[src/pkg/cfgsp_pkg.sv]
// Purpose: constants and types of the serial configuration write port
// Assumes: 20 MHz system clock samples the host pins
// Notes: all offsets are byte addresses on the AHB-Lite slave
// Function
// (RULE1) all three control pins high means idle
// (RULE2) select low lends shared pins to port
// (RULE3) select high forces serial clock high
// (RULE4) undriven inputs read high, high is inactive
// (RULE5) data sampled on leading clock edge
// (RULE6) first bit starts at first clock activation
// (RULE7) each writable bit has 6-bit address
// (RULE8) eight bits msb first: data, address, spare
// (RULE9) eighth clock pulse strobes data into latch
// (RULE10) port logic reset only by power-on
// (RULE11) host waits over 30ns before writing
// (RULE12) host clock period longer than 10us; the bench host model clocks at a 400 ns period
// (RULE13) mode bits use same command format
// (RULE14) several commands per active select period
// (RULE15) host clears latches, sets source, powers
// (RULE16) host sets latch, pulses write enable
// (RULE17) host removes supply, then clears source
// (RULE18) lock programming in one select period
// (RULE19) lock takes effect on select release
// (RULE20) mode signals volatile, cleared on reset
// (RULE21) write enable also writes one-time element
// (RULE22) source select picks one-time or shadow
// (RULE23) bit counter cleared on idle, eighth executes
// (RULE24) mode addresses 56, 61, 62; others ignored
// (RULE25) no latch update while sync inactive
package cfgsp_pkg;
  // geometry of the latch space
  localparam int CFG_BITS = 56;
  localparam int ADDR_W = 6;
  localparam int CMD_BITS = 8;
  localparam int VIEW_BYTES = 7;
  // mode signal addresses
  localparam logic [5:0] ADDR_PUMP = 6'h38;
  localparam logic [5:0] ADDR_SRC_SEL = 6'h3d;
  localparam logic [5:0] ADDR_PERM_WE = 6'h3e;
  localparam logic [5:0] FIRST_MODE_ADDR = 6'h38;
  // configuration bit that locks test mode
  localparam int TEST_LOCK_IDX = 0;
  // bit counter value of the execute pulse
  localparam logic [2:0] LAST_BIT = 3'h7;
  // register byte offsets
  localparam logic [7:0] OFS_STATUS = 8'h00;
  localparam logic [7:0] OFS_CFG_LO = 8'h04;
  localparam logic [7:0] OFS_CFG_HI = 8'h08;
  localparam logic [7:0] OFS_VIEW = 8'h0c;
  localparam logic [7:0] OFS_VIEW_DATA = 8'h10;
  localparam logic [7:0] OFS_CMD_COUNT = 8'h14;
  // reset values
  localparam logic [2:0] VIEW_RST = 3'h0;
  localparam logic [31:0] RDATA_RST = 32'h0000_0000;
  localparam logic [55:0] SHADOW_RST = 56'h00_0000_0000_0000;
  // serial port states, gray along idle, armed, shift
  typedef enum logic [1:0] {
    CFGSP_IDLE = 2'b00,
    CFGSP_ARMED = 2'b01,
    CFGSP_SHIFT = 2'b11
  } cfgsp_port_e;

  // true when address names a configuration bit
  function automatic logic cfgsp_is_cfg(input logic [5:0] addr);
    cfgsp_is_cfg = (addr < FIRST_MODE_ADDR);
  endfunction : cfgsp_is_cfg
endpackage : cfgsp_pkg

[src/rtl/cfgsp_latch_bank.sv]
// Purpose: shadow latch bank with bit write and byte view
// Assumes: single writer, same clock as the port logic
// Notes: view byte comes out of a register, one cycle late
`timescale 1ns/1ps
module cfgsp_latch_bank
  import cfgsp_pkg::*;
(
  input wire logic i_mclk,
  input wire logic i_reset,
  input wire logic i_wr_en,
  input wire logic [5:0] i_wr_addr,
  input wire logic i_wr_data,
  input wire logic [2:0] i_view_sel,
  output logic [55:0] o_bits,
  output logic [7:0] o_view_byte
);
  // whole state of the bank
  typedef struct packed {
    logic [55:0] bits;  // shadow latches
    logic [7:0] view;   // registered read byte
  } cfgsp_bank_s;

  cfgsp_bank_s st_r;
  cfgsp_bank_s st_nxt;

  // bit write and byte read
  always_comb begin
    st_nxt = st_r;
    if (i_wr_en && cfgsp_is_cfg(i_wr_addr)) begin
      st_nxt.bits[i_wr_addr] = i_wr_data;
    end
    if (i_view_sel < 3'(VIEW_BYTES)) begin
      st_nxt.view = st_r.bits[i_view_sel*8 +: 8];
    end else begin
      st_nxt.view = 8'h00;
    end
  end

  // power-on clears every latch
  always_ff @(posedge i_mclk) begin
    if (i_reset) begin
      st_r <= '{bits: SHADOW_RST, view: 8'h00};
    end else begin
      st_r <= st_nxt;
    end
  end

  assign o_bits = st_r.bits;
  assign o_view_byte = st_r.view;
endmodule : cfgsp_latch_bank

[src/rtl/cfgsp_top.sv]
// Purpose: serial configuration write port with AHB-Lite status view
// Assumes: host pins are asynchronous and slow against i_mclk
// Notes: serial clock is sampled, its falling edge is the leading edge
`timescale 1ns/1ps
module cfgsp_top
  import cfgsp_pkg::*;
(
  input wire logic i_mclk,
  input wire logic i_reset,
  input wire logic i_config_select_n,
  input wire logic i_sync_strobe_n,
  input wire logic i_serial_clock_in,
  input wire logic i_serial_data_in,
  input wire logic [55:0] i_otp_bits,
  input wire logic i_hsel,
  input wire logic [31:0] i_haddr,
  input wire logic [1:0] i_htrans,
  input wire logic i_hwrite,
  input wire logic [2:0] i_hsize,
  input wire logic [31:0] i_hwdata,
  input wire logic i_hready,
  output logic [31:0] o_hrdata,
  output logic o_hreadyout,
  output logic o_hresp,
  output logic [55:0] o_cfg_bits,
  output logic o_pump_mode,
  output logic o_src_select,
  output logic o_perm_write_en,
  output logic o_test_mode_lock,
  output logic o_otp_write_strobe,
  output logic [5:0] o_otp_write_addr,
  output logic o_otp_write_data,
  output logic o_port_owns_pins
);
  // whole state of the port and bus slave
  typedef struct packed {
    logic sel_m;          // select, first sync stage
    logic sel_s;          // select, synced
    logic syn_m;          // sync strobe, first stage
    logic syn_s;          // sync strobe, synced
    logic clk_m;          // serial clock, first stage
    logic clk_s;          // serial clock, synced
    logic sda_m;          // serial data, first stage
    logic sda_s;          // serial data, synced
    logic eff_prev;       // gated clock one sample ago
    logic sel_prev;       // synced select one sample ago
    cfgsp_port_e pstate;  // serial port state
    logic [2:0] bitcnt;   // bits taken of this command
    logic [6:0] shreg;    // data bit and address
    logic pump;           // charge pump drive mode
    logic src_sel;        // shadow latches as source
    logic perm_we;        // permanent write enable
    logic lock;           // test mode lock in force
    logic otp_stb;        // one-time element write pulse
    logic [5:0] otp_addr; // one-time element address
    logic otp_data;       // one-time element data
    logic owns_pins;      // shared pins serve the port
    logic [55:0] cfg_out; // effective configuration
    logic [15:0] cmd_cnt; // executed command count
    logic [2:0] view_sel; // shadow byte on view
    logic dphase;         // bus data phase pending
    logic [7:0] baddr;    // latched bus address
    logic bwrite;         // latched bus direction
    logic ready;          // bus ready out
    logic [31:0] rdata;   // bus read data
  } cfgsp_state_s;

  cfgsp_state_s st_r;
  cfgsp_state_s st_nxt;

  logic [55:0] shadow_bits;  // shadow latch contents
  logic [7:0] view_byte;     // registered shadow byte
  logic eff_clk;             // serial clock after select gating
  logic port_idle;           // all three control pins high
  logic lead_edge;           // falling edge of gated clock
  logic exec;                // execute pulse of a command
  logic [5:0] cmd_addr;      // address of command in flight
  logic cmd_data;            // data bit of command in flight
  logic shadow_wr;           // shadow latch write enable
  logic bus_take;            // bus address phase accepted

  // select high holds the clock high
  assign eff_clk = st_r.sel_s | st_r.clk_s;  // see (RULE3)
  // idle only with select, sync and clock all high
  assign port_idle = st_r.sel_s & st_r.syn_s & eff_clk;  // see (RULE1)
  // leading edge is the clock going active low
  assign lead_edge = st_r.eff_prev & ~eff_clk;  // see (RULE5)
  assign cmd_data = st_r.shreg[6];
  assign cmd_addr = st_r.shreg[5:0];
  // eighth pulse strobes, value of last bit ignored
  assign exec = lead_edge && (st_r.pstate == CFGSP_SHIFT) &&
                (st_r.bitcnt == LAST_BIT) &&
                !st_r.syn_s && !st_r.sel_s;  // see (RULE9) see (RULE25)
  // configuration bits refused once locked
  assign shadow_wr = exec && cfgsp_is_cfg(cmd_addr) &&
                     !st_r.lock;  // see (RULE19) see (RULE7)
  assign bus_take = i_hsel && i_hready && i_htrans[1];

  // shadow latch storage
  cfgsp_latch_bank u_bank (
    .i_mclk(i_mclk),
    .i_reset(i_reset),
    .i_wr_en(shadow_wr),
    .i_wr_addr(cmd_addr),
    .i_wr_data(cmd_data),
    .i_view_sel(st_r.view_sel),
    .o_bits(shadow_bits),
    .o_view_byte(view_byte)
  );

  // next state of everything
  always_comb begin
    st_nxt = st_r;
    // two-stage synchronisers for the host pins
    st_nxt.sel_m = i_config_select_n;
    st_nxt.sel_s = st_r.sel_m;
    st_nxt.syn_m = i_sync_strobe_n;
    st_nxt.syn_s = st_r.syn_m;
    st_nxt.clk_m = i_serial_clock_in;
    st_nxt.clk_s = st_r.clk_m;
    st_nxt.sda_m = i_serial_data_in;
    st_nxt.sda_s = st_r.sda_m;
    st_nxt.eff_prev = eff_clk;
    st_nxt.sel_prev = st_r.sel_s;
    // shared pins belong to the port while select is low
    st_nxt.owns_pins = ~st_r.sel_s;  // see (RULE2)
    st_nxt.otp_stb = 1'b0;

    // serial port sequencing
    case (st_r.pstate)
      CFGSP_IDLE: begin
        // leaving idle arms the counter at zero
        st_nxt.bitcnt = 3'h0;  // see (RULE23)
        if (!port_idle) begin
          st_nxt.pstate = CFGSP_ARMED;
        end
      end
      CFGSP_ARMED: begin
        if (port_idle) begin
          st_nxt.pstate = CFGSP_IDLE;
        end else if (lead_edge) begin
          // first activation carries the first bit
          st_nxt.pstate = CFGSP_SHIFT;  // see (RULE6)
          st_nxt.shreg = {st_r.shreg[5:0], st_r.sda_s};
          st_nxt.bitcnt = 3'h1;
        end
      end
      CFGSP_SHIFT: begin
        if (port_idle) begin
          // idle clears any partial command
          st_nxt.pstate = CFGSP_IDLE;
          st_nxt.bitcnt = 3'h0;  // see (RULE23)
        end else if (lead_edge) begin
          if (st_r.bitcnt == LAST_BIT) begin
            // ready for the next command at once
            st_nxt.bitcnt = 3'h0;  // see (RULE14)
          end else begin
            // msb first: data, then address
            st_nxt.shreg = {st_r.shreg[5:0], st_r.sda_s};  // see (RULE8)
            st_nxt.bitcnt = st_r.bitcnt + 3'h1;
          end
        end
      end
      default: begin
        st_nxt.pstate = CFGSP_IDLE;
        st_nxt.bitcnt = 3'h0;
      end
    endcase

    // command execution
    if (exec) begin
      st_nxt.cmd_cnt = st_r.cmd_cnt + 16'h0001;
      // mode bits share the command format
      case (cmd_addr)
        ADDR_PUMP: st_nxt.pump = cmd_data;  // see (RULE24) see (RULE13)
        ADDR_SRC_SEL: st_nxt.src_sel = cmd_data;  // see (RULE24)
        ADDR_PERM_WE: st_nxt.perm_we = cmd_data;  // see (RULE24)
        default: begin
          // other addresses change no mode
        end
      endcase
    end
    // permanent write also reaches the one-time element
    if (shadow_wr && st_r.perm_we) begin
      st_nxt.otp_stb = 1'b1;  // see (RULE21)
      st_nxt.otp_addr = cmd_addr;
      st_nxt.otp_data = cmd_data;
    end
    // lock takes hold as select returns to idle
    if (st_r.sel_s && !st_r.sel_prev &&
        st_r.cfg_out[TEST_LOCK_IDX]) begin
      st_nxt.lock = 1'b1;  // see (RULE19)
    end
    // configuration source selection
    st_nxt.cfg_out = st_r.src_sel ? shadow_bits
                                  : i_otp_bits;  // see (RULE22)

    // bus slave, one wait state then answer
    if (st_r.dphase) begin
      st_nxt.dphase = 1'b0;
      st_nxt.ready = 1'b1;
      st_nxt.rdata = RDATA_RST;
      if (st_r.bwrite) begin
        // only the view selector is writable
        if (st_r.baddr == OFS_VIEW) begin
          st_nxt.view_sel = i_hwdata[2:0];
        end
      end else begin
        case (st_r.baddr)
          OFS_STATUS: begin
            st_nxt.rdata = {24'h00_0000, st_r.bitcnt, st_r.owns_pins,
                            st_r.lock, st_r.perm_we, st_r.src_sel,
                            st_r.pump};
          end
          OFS_CFG_LO: st_nxt.rdata = st_r.cfg_out[31:0];
          OFS_CFG_HI: st_nxt.rdata = {8'h00, st_r.cfg_out[55:32]};
          OFS_VIEW: st_nxt.rdata = {29'h0000_0000, st_r.view_sel};
          OFS_VIEW_DATA: st_nxt.rdata = {24'h00_0000, view_byte};
          OFS_CMD_COUNT: st_nxt.rdata = {16'h0000, st_r.cmd_cnt};
          default: st_nxt.rdata = RDATA_RST;
        endcase
      end
    end else if (bus_take) begin
      // address phase accepted, insert one wait state
      st_nxt.dphase = 1'b1;
      st_nxt.ready = 1'b0;
      st_nxt.baddr = i_haddr[7:0];
      st_nxt.bwrite = i_hwrite;
    end
  end

  // power-on reset is the only reset of the port
  always_ff @(posedge i_mclk) begin
    if (i_reset) begin  // see (RULE10)
      st_r <= '0;
      // inputs idle high until sampled, modes cleared
      st_r.sel_m <= 1'b1;  // see (RULE4) see (RULE20)
      st_r.sel_s <= 1'b1;
      st_r.syn_m <= 1'b1;
      st_r.syn_s <= 1'b1;
      st_r.clk_m <= 1'b1;
      st_r.clk_s <= 1'b1;
      st_r.sda_m <= 1'b1;
      st_r.sda_s <= 1'b1;
      st_r.eff_prev <= 1'b1;
      st_r.sel_prev <= 1'b1;
      st_r.pstate <= CFGSP_IDLE;
      st_r.view_sel <= VIEW_RST;
      st_r.ready <= 1'b1;
      st_r.rdata <= RDATA_RST;
    end else begin
      st_r <= st_nxt;
    end
  end

  // outputs straight from the state register, except hresp tied low
  assign o_hrdata = st_r.rdata;
  assign o_hreadyout = st_r.ready;
  assign o_hresp = 1'b0;
  assign o_cfg_bits = st_r.cfg_out;
  assign o_pump_mode = st_r.pump;
  assign o_src_select = st_r.src_sel;
  assign o_perm_write_en = st_r.perm_we;
  assign o_test_mode_lock = st_r.lock;
  assign o_otp_write_strobe = st_r.otp_stb;
  assign o_otp_write_addr = st_r.otp_addr;
  assign o_otp_write_data = st_r.otp_data;
  assign o_port_owns_pins = st_r.owns_pins;
endmodule : cfgsp_top

[config.mk]
export PLATFORM = sky130hd
export DESIGN_NAME = cfgsp_top
export DESIGN_NICKNAME = d
export VERILOG_FILES = /design/src/pkg/cfgsp_pkg.sv /design/src/rtl/cfgsp_latch_bank.sv /design/src/rtl/cfgsp_top.sv
export SDC_FILE = /design/constraint.sdc
export NUM_CORES = 1
export LEC_CHECK = 0
export BUFFER_PORTS_ARGS = -buffer_cell sky130_fd_sc_hd__clkbuf_2
export CELL_PAD_IN_SITES_DETAIL_PLACEMENT = 1
export CELL_PAD_IN_SITES_GLOBAL_PLACEMENT = 1
export CORE_ASPECT_RATIO = 1.2
export CORE_MARGIN = 8
export CORE_UTILIZATION = 40
export DETAILED_ROUTE_END_ITERATION = 7
export PLACE_DENSITY = 0.83
export SYNTH_ARGS = -nofsm -noshare
export SYNTH_HDL_FRONTEND = slang
export SYNTH_SLANG_ARGS = --single-unit
[constraint.sdc]
create_clock -name i_mclk -period 2.1 [get_ports i_mclk]
set_input_delay 0.105 -clock i_mclk [delete_from_list [all_inputs] [get_ports i_mclk]]
set_output_delay 0.105 -clock i_mclk [all_outputs]
set_load 0.02 [all_outputs]
# Yosys cells after proc, flatten, opt, wreduce, memory -nomap -nowiden
# Index checks and enable logic that the tools add are counted.
[word_totals]
reg_bits = 217
latch_bits = 0
ramBits = 0
mem_bits_ro = 0
inputBits = 134
memories = 0
[op_classes]
addsub = 2
mul = 0
div_mod_pow = 0
order_cmp = 4
n_eq_ne = 20
shifts = 1
muxes = 20
bitwise_logic = 8
reduce_logical = 30
[ops]
columns = ["operator", "count"]
rows = [
  ["one-hot mux 32 bit (6 select lines)", 1],
  ["bitwise mux 56 bit", 1],
  ["two-way mux 56 bit", 1],
  ["indexed part select 56 x 7 -> 8 bit", 1],
  ["two-way mux 32 bit", 1],
  ["two-way mux 10 bit", 2],
  ["equality test 6 bit (second input constant)", 3],
  ["adder 16 x 1 -> 16 bit (second input constant)", 1],
  ["equality test 8 x 4 -> 1 bit (second input constant)", 2],
  ["equality test 8 x 5 -> 1 bit (second input constant)", 2],
  ["one-hot mux 5 bit (3 select lines)", 1],
  ["two-way mux 7 bit", 2],
  ["!= test 2 bit (second input constant)", 7],
  ["one-hot mux 7 bit (2 select lines)", 1],
  ["logical AND 1 bit", 13],
  ["two-way mux 12 bit", 1],
  ["two-way mux 11 bit", 1],
  ["AND reduction 3 bit", 3],
  ["equality test 8 x 3 -> 1 bit (second input constant)", 1],
  ["logical NOT 8 bit", 1],
  ["two-way mux 8 bit", 1],
  ["AND reduction 2 bit", 4],
  ["< comparator 6 x 7 -> 1 bit (second input constant)", 1],
  ["demux 1 bit (select 6 bit)", 1],
  ["other kinds (19)", 32],
]

# Logic depth before layout (Yosys ltp)
[depth]
word_depth = 11
ltp_mapped = 8

# Cells and area by module
# A second synthesis with hierarchy kept.
[hier_totals]
cells_unflattened = 1104
hier_area_um2 = 9927.0
[modules_own_cells]
columns = ["module", "n_inst", "cells_each", "area_per_inst_um2", "seq_area_each_um2"]
rows = [
  ["cfgsp_top", 1, 737, 6817.8, 3062.9],
  ["cfgsp_latch_bank", 1, 367, 3109.2, 1281.2],
]

# Worst setup path before layout
# No wires, ideal clock.
[synth_timing]
path_type = "register -> register"
start = "reg st_r[138] (netlist name)"
end = "reg u_bank.st_r, in the netlist u_bank.o_bits[52]"
setup_ns = 0.132
arrival_time_ns = 1.798
slack_ns = 0.170
stages_incl_launch_ff = 7
n_path_buf = 0
path_cell_list = "dfxtp_1 -> ha_1 -> ha_1 -> nand3b_1 -> or4_1 -> o31ai_1 -> a21oi_1"
[synth_between]
elab_chain_len = 7
[synth_rtl]
columns = ["element", "line", "source"]
rows = [
  ["start: declaration", "cfgsp_top.sv:68", "cfgsp_state_s st_r;"],
  ["start signal: assignment", "cfgsp_top.sv:252", "st_r <= st_nxt;"],
  ["equality test 3 bit", "cfgsp_top.sv:92", "(st_r.bitcnt == LAST_BIT) &&"],
  ["logical AND 1 bit", "cfgsp_top.sv:91", "assign exec = lead_edge && (st_r.pstate == CFGSP_SHIFT) &&"],
  ["logical AND 1 bit", "cfgsp_top.sv:92", ""],
  ["logical AND 1 bit", "cfgsp_top.sv:93", "!st_r.syn_s && !st_r.sel_s;"],
  ["logical AND 1 bit (2 in series)", "cfgsp_top.sv:95", "assign shadow_wr = exec && cfgsp_is_cfg(cmd_addr) &&"],
  ["logical AND 1 bit", "cfgsp_latch_bank.sv:29", "if (i_wr_en && cfgsp_is_cfg(i_wr_addr)) begin"],
  ["end signal: assignment", "cfgsp_latch_bank.sv:42", "st_r <= '{bits: SHADOW_RST, view: 8'h00};"],
  ["end signal: assignment", "cfgsp_latch_bank.sv:44", "st_r <= st_nxt;"],
  ["end: declaration", "cfgsp_latch_bank.sv:23", "cfgsp_bank_s st_r;"],
]
# Every way passes these cells.
# A chain may end at the register's enable or synchronous reset.

# Worst setup path in the final report
[layout_timing]
start = "reg st_r[139] (netlist name)"
end = "reg u_bank.st_r, in the netlist u_bank.o_bits[40]"
# Same word-level chain as after synthesis.

==> run_results.csv <==
group,metric,value,unit
run_status,outcome,"finished clean",
routing,dr.pass1.iters,5,
worst_setup_path,crit_required,2490,ps
timing,fin_setup_tns,0,ps
worst_setup_path,crit_end,"u_bank.o_bits[40]",
synthesis,ys_top_cells_by_count,"217 x dfxtp_1, 114 x mux2i_1, 105 x nor2_1",
synthesis,synth_cell_type_count,61,
synthesis,ys_async_sr_fraction,0,%
timing,fin_skew,17.80,ps
synthesis,avgSynthCellArea,9.221,um^2
synthesis,ys_seq_area_share,43.26,%
timing,setup_violations,0,
synthesis,ys_warn_count,0,
cts,clock_path_buffers,3,
timing,slew_headroom,61.59,%
run,drv_cap,0,
worst_setup_path,worstSetupPathType,"flip-flop to flip-flop",
floorplan,dieArea,30450,um^2
worst_setup_path,r2r_setup_slack,40,ps
routing,antenna_left,0,
cts,cts-buffers-inserted,22,
worst_setup_path,worstRegToRegCells,7,
routing,vias,9297,
pwr,peakVddDrop,439.0,uV
layout,seq_area,4348,um^2
timing,worst_pin_slew,575.0,ps
grt,antenna_found_initial,1,
grt,grt_pass1_wl,62.16,mm
cts,cts_root_buffer,"clkbuf_16",
place,hpwl,25.67,mm
cts,cts_tree,"built",
timing,finalWorstSetupSlack,39.78,ps
worst_setup_path,r2r_end,"u_bank.o_bits[40]",
grt,grt_overflow,0,
synthesis,synthTopCellsByArea,"dfxtp_1 43%, mux2i_1 11%, buf_4 7.3%",
synthesis,synth_cells,1089,
worst_setup_path,startpoint,"st_r[139]",
synthesis,synth_ff_type,"dfxtp_1",
floorplan,die_x,160.6,um
place,io_buffers,178,
worst_setup_path,crit_arrival,2450,ps
cts,htree_levels,1,
layout,final_core_util,49.74,%
floorplan,die_h,189.6,um
routing,wire_per_inst,26.15,um
floorplan,ios,237,
floorplan,rows,63,
cts,cts.sinks,217,
routing,drtIter0Drc,838,
synthesis,syn_nets,1226,
place,placed_cell_area,10740,um^2
routing,drt_wl_total,41.60,mm
layout,fill_cells,2742,
synthesis,syn_area,10040,um^2
layout,multi_input_area,4637,um^2
worst_setup_path,r2r-start,"st_r[139]",
routing,via_per_inst,5.843,
min_path,hold_path_startpoint,"i_reset",
synthesis,synth.most_common_cell,"dfxtp_1",
worst_setup_path,start_kind,"flip-flop",
pwr,p_per_area,726.0,nW/um^2
min_path,hold_class,"input pin to flip-flop",
layout,syn_to_final_growth,22.20,%
routing,drc,0,
place,place_congestion,0.8522,
grt,grt_max_degree,100,
timing,final_hold_viol_count,0,
timing,slew_viol_final,0,
timing,fin_crit,2060,ps
synthesis,synth-edff-count,0,
synthesis,ys_ff_latch,217,
synthesis,synth_area_leader_cell,"dfxtp_1",
cts,clkLatencyLatePin,540,ps
pwr,p_leak,4.682,nW
layout,final_nets,1388,
floorplan,start_util,40.70,%
floorplan,core-area,24670,um^2
grt,grt.total_usage,26.13,%
synthesis,synth_top_area_share,43.26,%
cts,path_clk_slew,60,ps
place,place_ws,62.99,ps
pwr,p_total,8.910,mW
grt,first_global_vias,9956,
layout,drive_above_1_share,24.43,%
timing,period_share,98.11,%
worst_setup_path,path_max_fanout,14,
worst_setup_path,cp-end-kind,"flip-flop",
timing,timing.fmax,485.4,MHz
layout,design_area,12270,um^2
-- cells in the final DEF, fill, tap and decap left out, types with 23 or more instances in the layout --
master,count
nor2b_1,37
nand3_1,26
o21ai_0,56
nand2_1,73
nor2_1,104
dlygate4sd3_1,78
a21oi_1,45
buf_4,55
clkbuf_2,177
clkbuf_16,23
a22oi_1,23
o31ai_1,34
mux2i_1,114
dfxtp_1,216
-- per-stage QoR --
step,std cells,hold WS (ps)
after floorplan,1089,208.8
after global placement,1469,287.8
after detailed placement,1469,292.0
after CTS,1585,1.033
after global routing,1591,4.640
final,1591,8.804
-- final cells by class --
type	instances	share of cell area, %
diodes	1	0.02039
clock buffers	33	5.241
clock inverters	5	0.4282
inverters	6	0.1835
multi-input cells	690	37.79
flip-flops and latches	217	35.43
well taps	325	3.314
repair buffers	314	17.60
-- worst min path at each step --
stage                                 to  slack (ps)  depth (start not counted)
after global routing            st_r[44]           5                          2
after floorplan              st_nxt[145]         210                          1
after CTS                 o_cfg_bits[44]           1                          2
after detailed placement     st_nxt[149]         290                          2
after global placement       st_nxt[151]         290                          2
final                           st_r[44]           9                          2
-- where the power goes --
part / internal, mW / switching [mW]
logic: 0.274 / 0.380
clock network: 2.24 / 1.76
registers: 4.19 / 0.0694
-- kinds of logic after synthesis --
group / count (synthesis) / synth area share [%]
buf+inv: 182 / 10.77
mux: 126 / 13.61
flops: 217 / 43.26
compound gates: 203 / 12.81
xor+xnor: 7 / 0.6105
simple gates: 350 / 18.54
fa+ha+maj: 3 / 0.3738
other cells: 1 / 0.03734
-- flip-flops by register name (all words and copies together) (netlist names) --
name,count
o_cfg_bits,56
u_bank.o_bits,56
st_r,39
o_hrdata,32
u_bank.o_view_byte,8
cmd_addr,6
o_otp_write_addr,6
st_nxt,5
cmd_data,1
o_hreadyout,1
o_otp_write_data,1
o_otp_write_strobe,1
o_perm_write_en,1
o_port_owns_pins,1
o_pump_mode,1
o_src_select,1
o_test_mode_lock,1
-- layer usage --
| layer | vias up | track usage, % | part of all wire (%) |
|---|---|---|---|
| met5 | - | 0 | 0 |
| met4 | 0 | 20.95 | 8.6 |
| met3 | 181 | 3.741 | 6.1 |
| met2 | 477 | 45.52 | 50 |
| met1 | 4582 | 28.08 | 36 |
| li1 | 4057 | - | - |
-- worst max-delay path: stages (launching register included) --
cell	delay, ps
dfxtp_1	370
ha_1	180
ha_2	230
and4bb_2	360
nand3b_1	120
buf_4	220
o21ai_0	300
o31ai_1	130
-- timing repair --
item                                    4_1_cts  5_1_grt
endpoints found under the hold margin        72        0
gates resized for setup                       0        6
endpoints found under the setup margin        0       17
setup buffers                                 0        5
hold buffers                                 78        0
(Power assumes the default switching activity.)
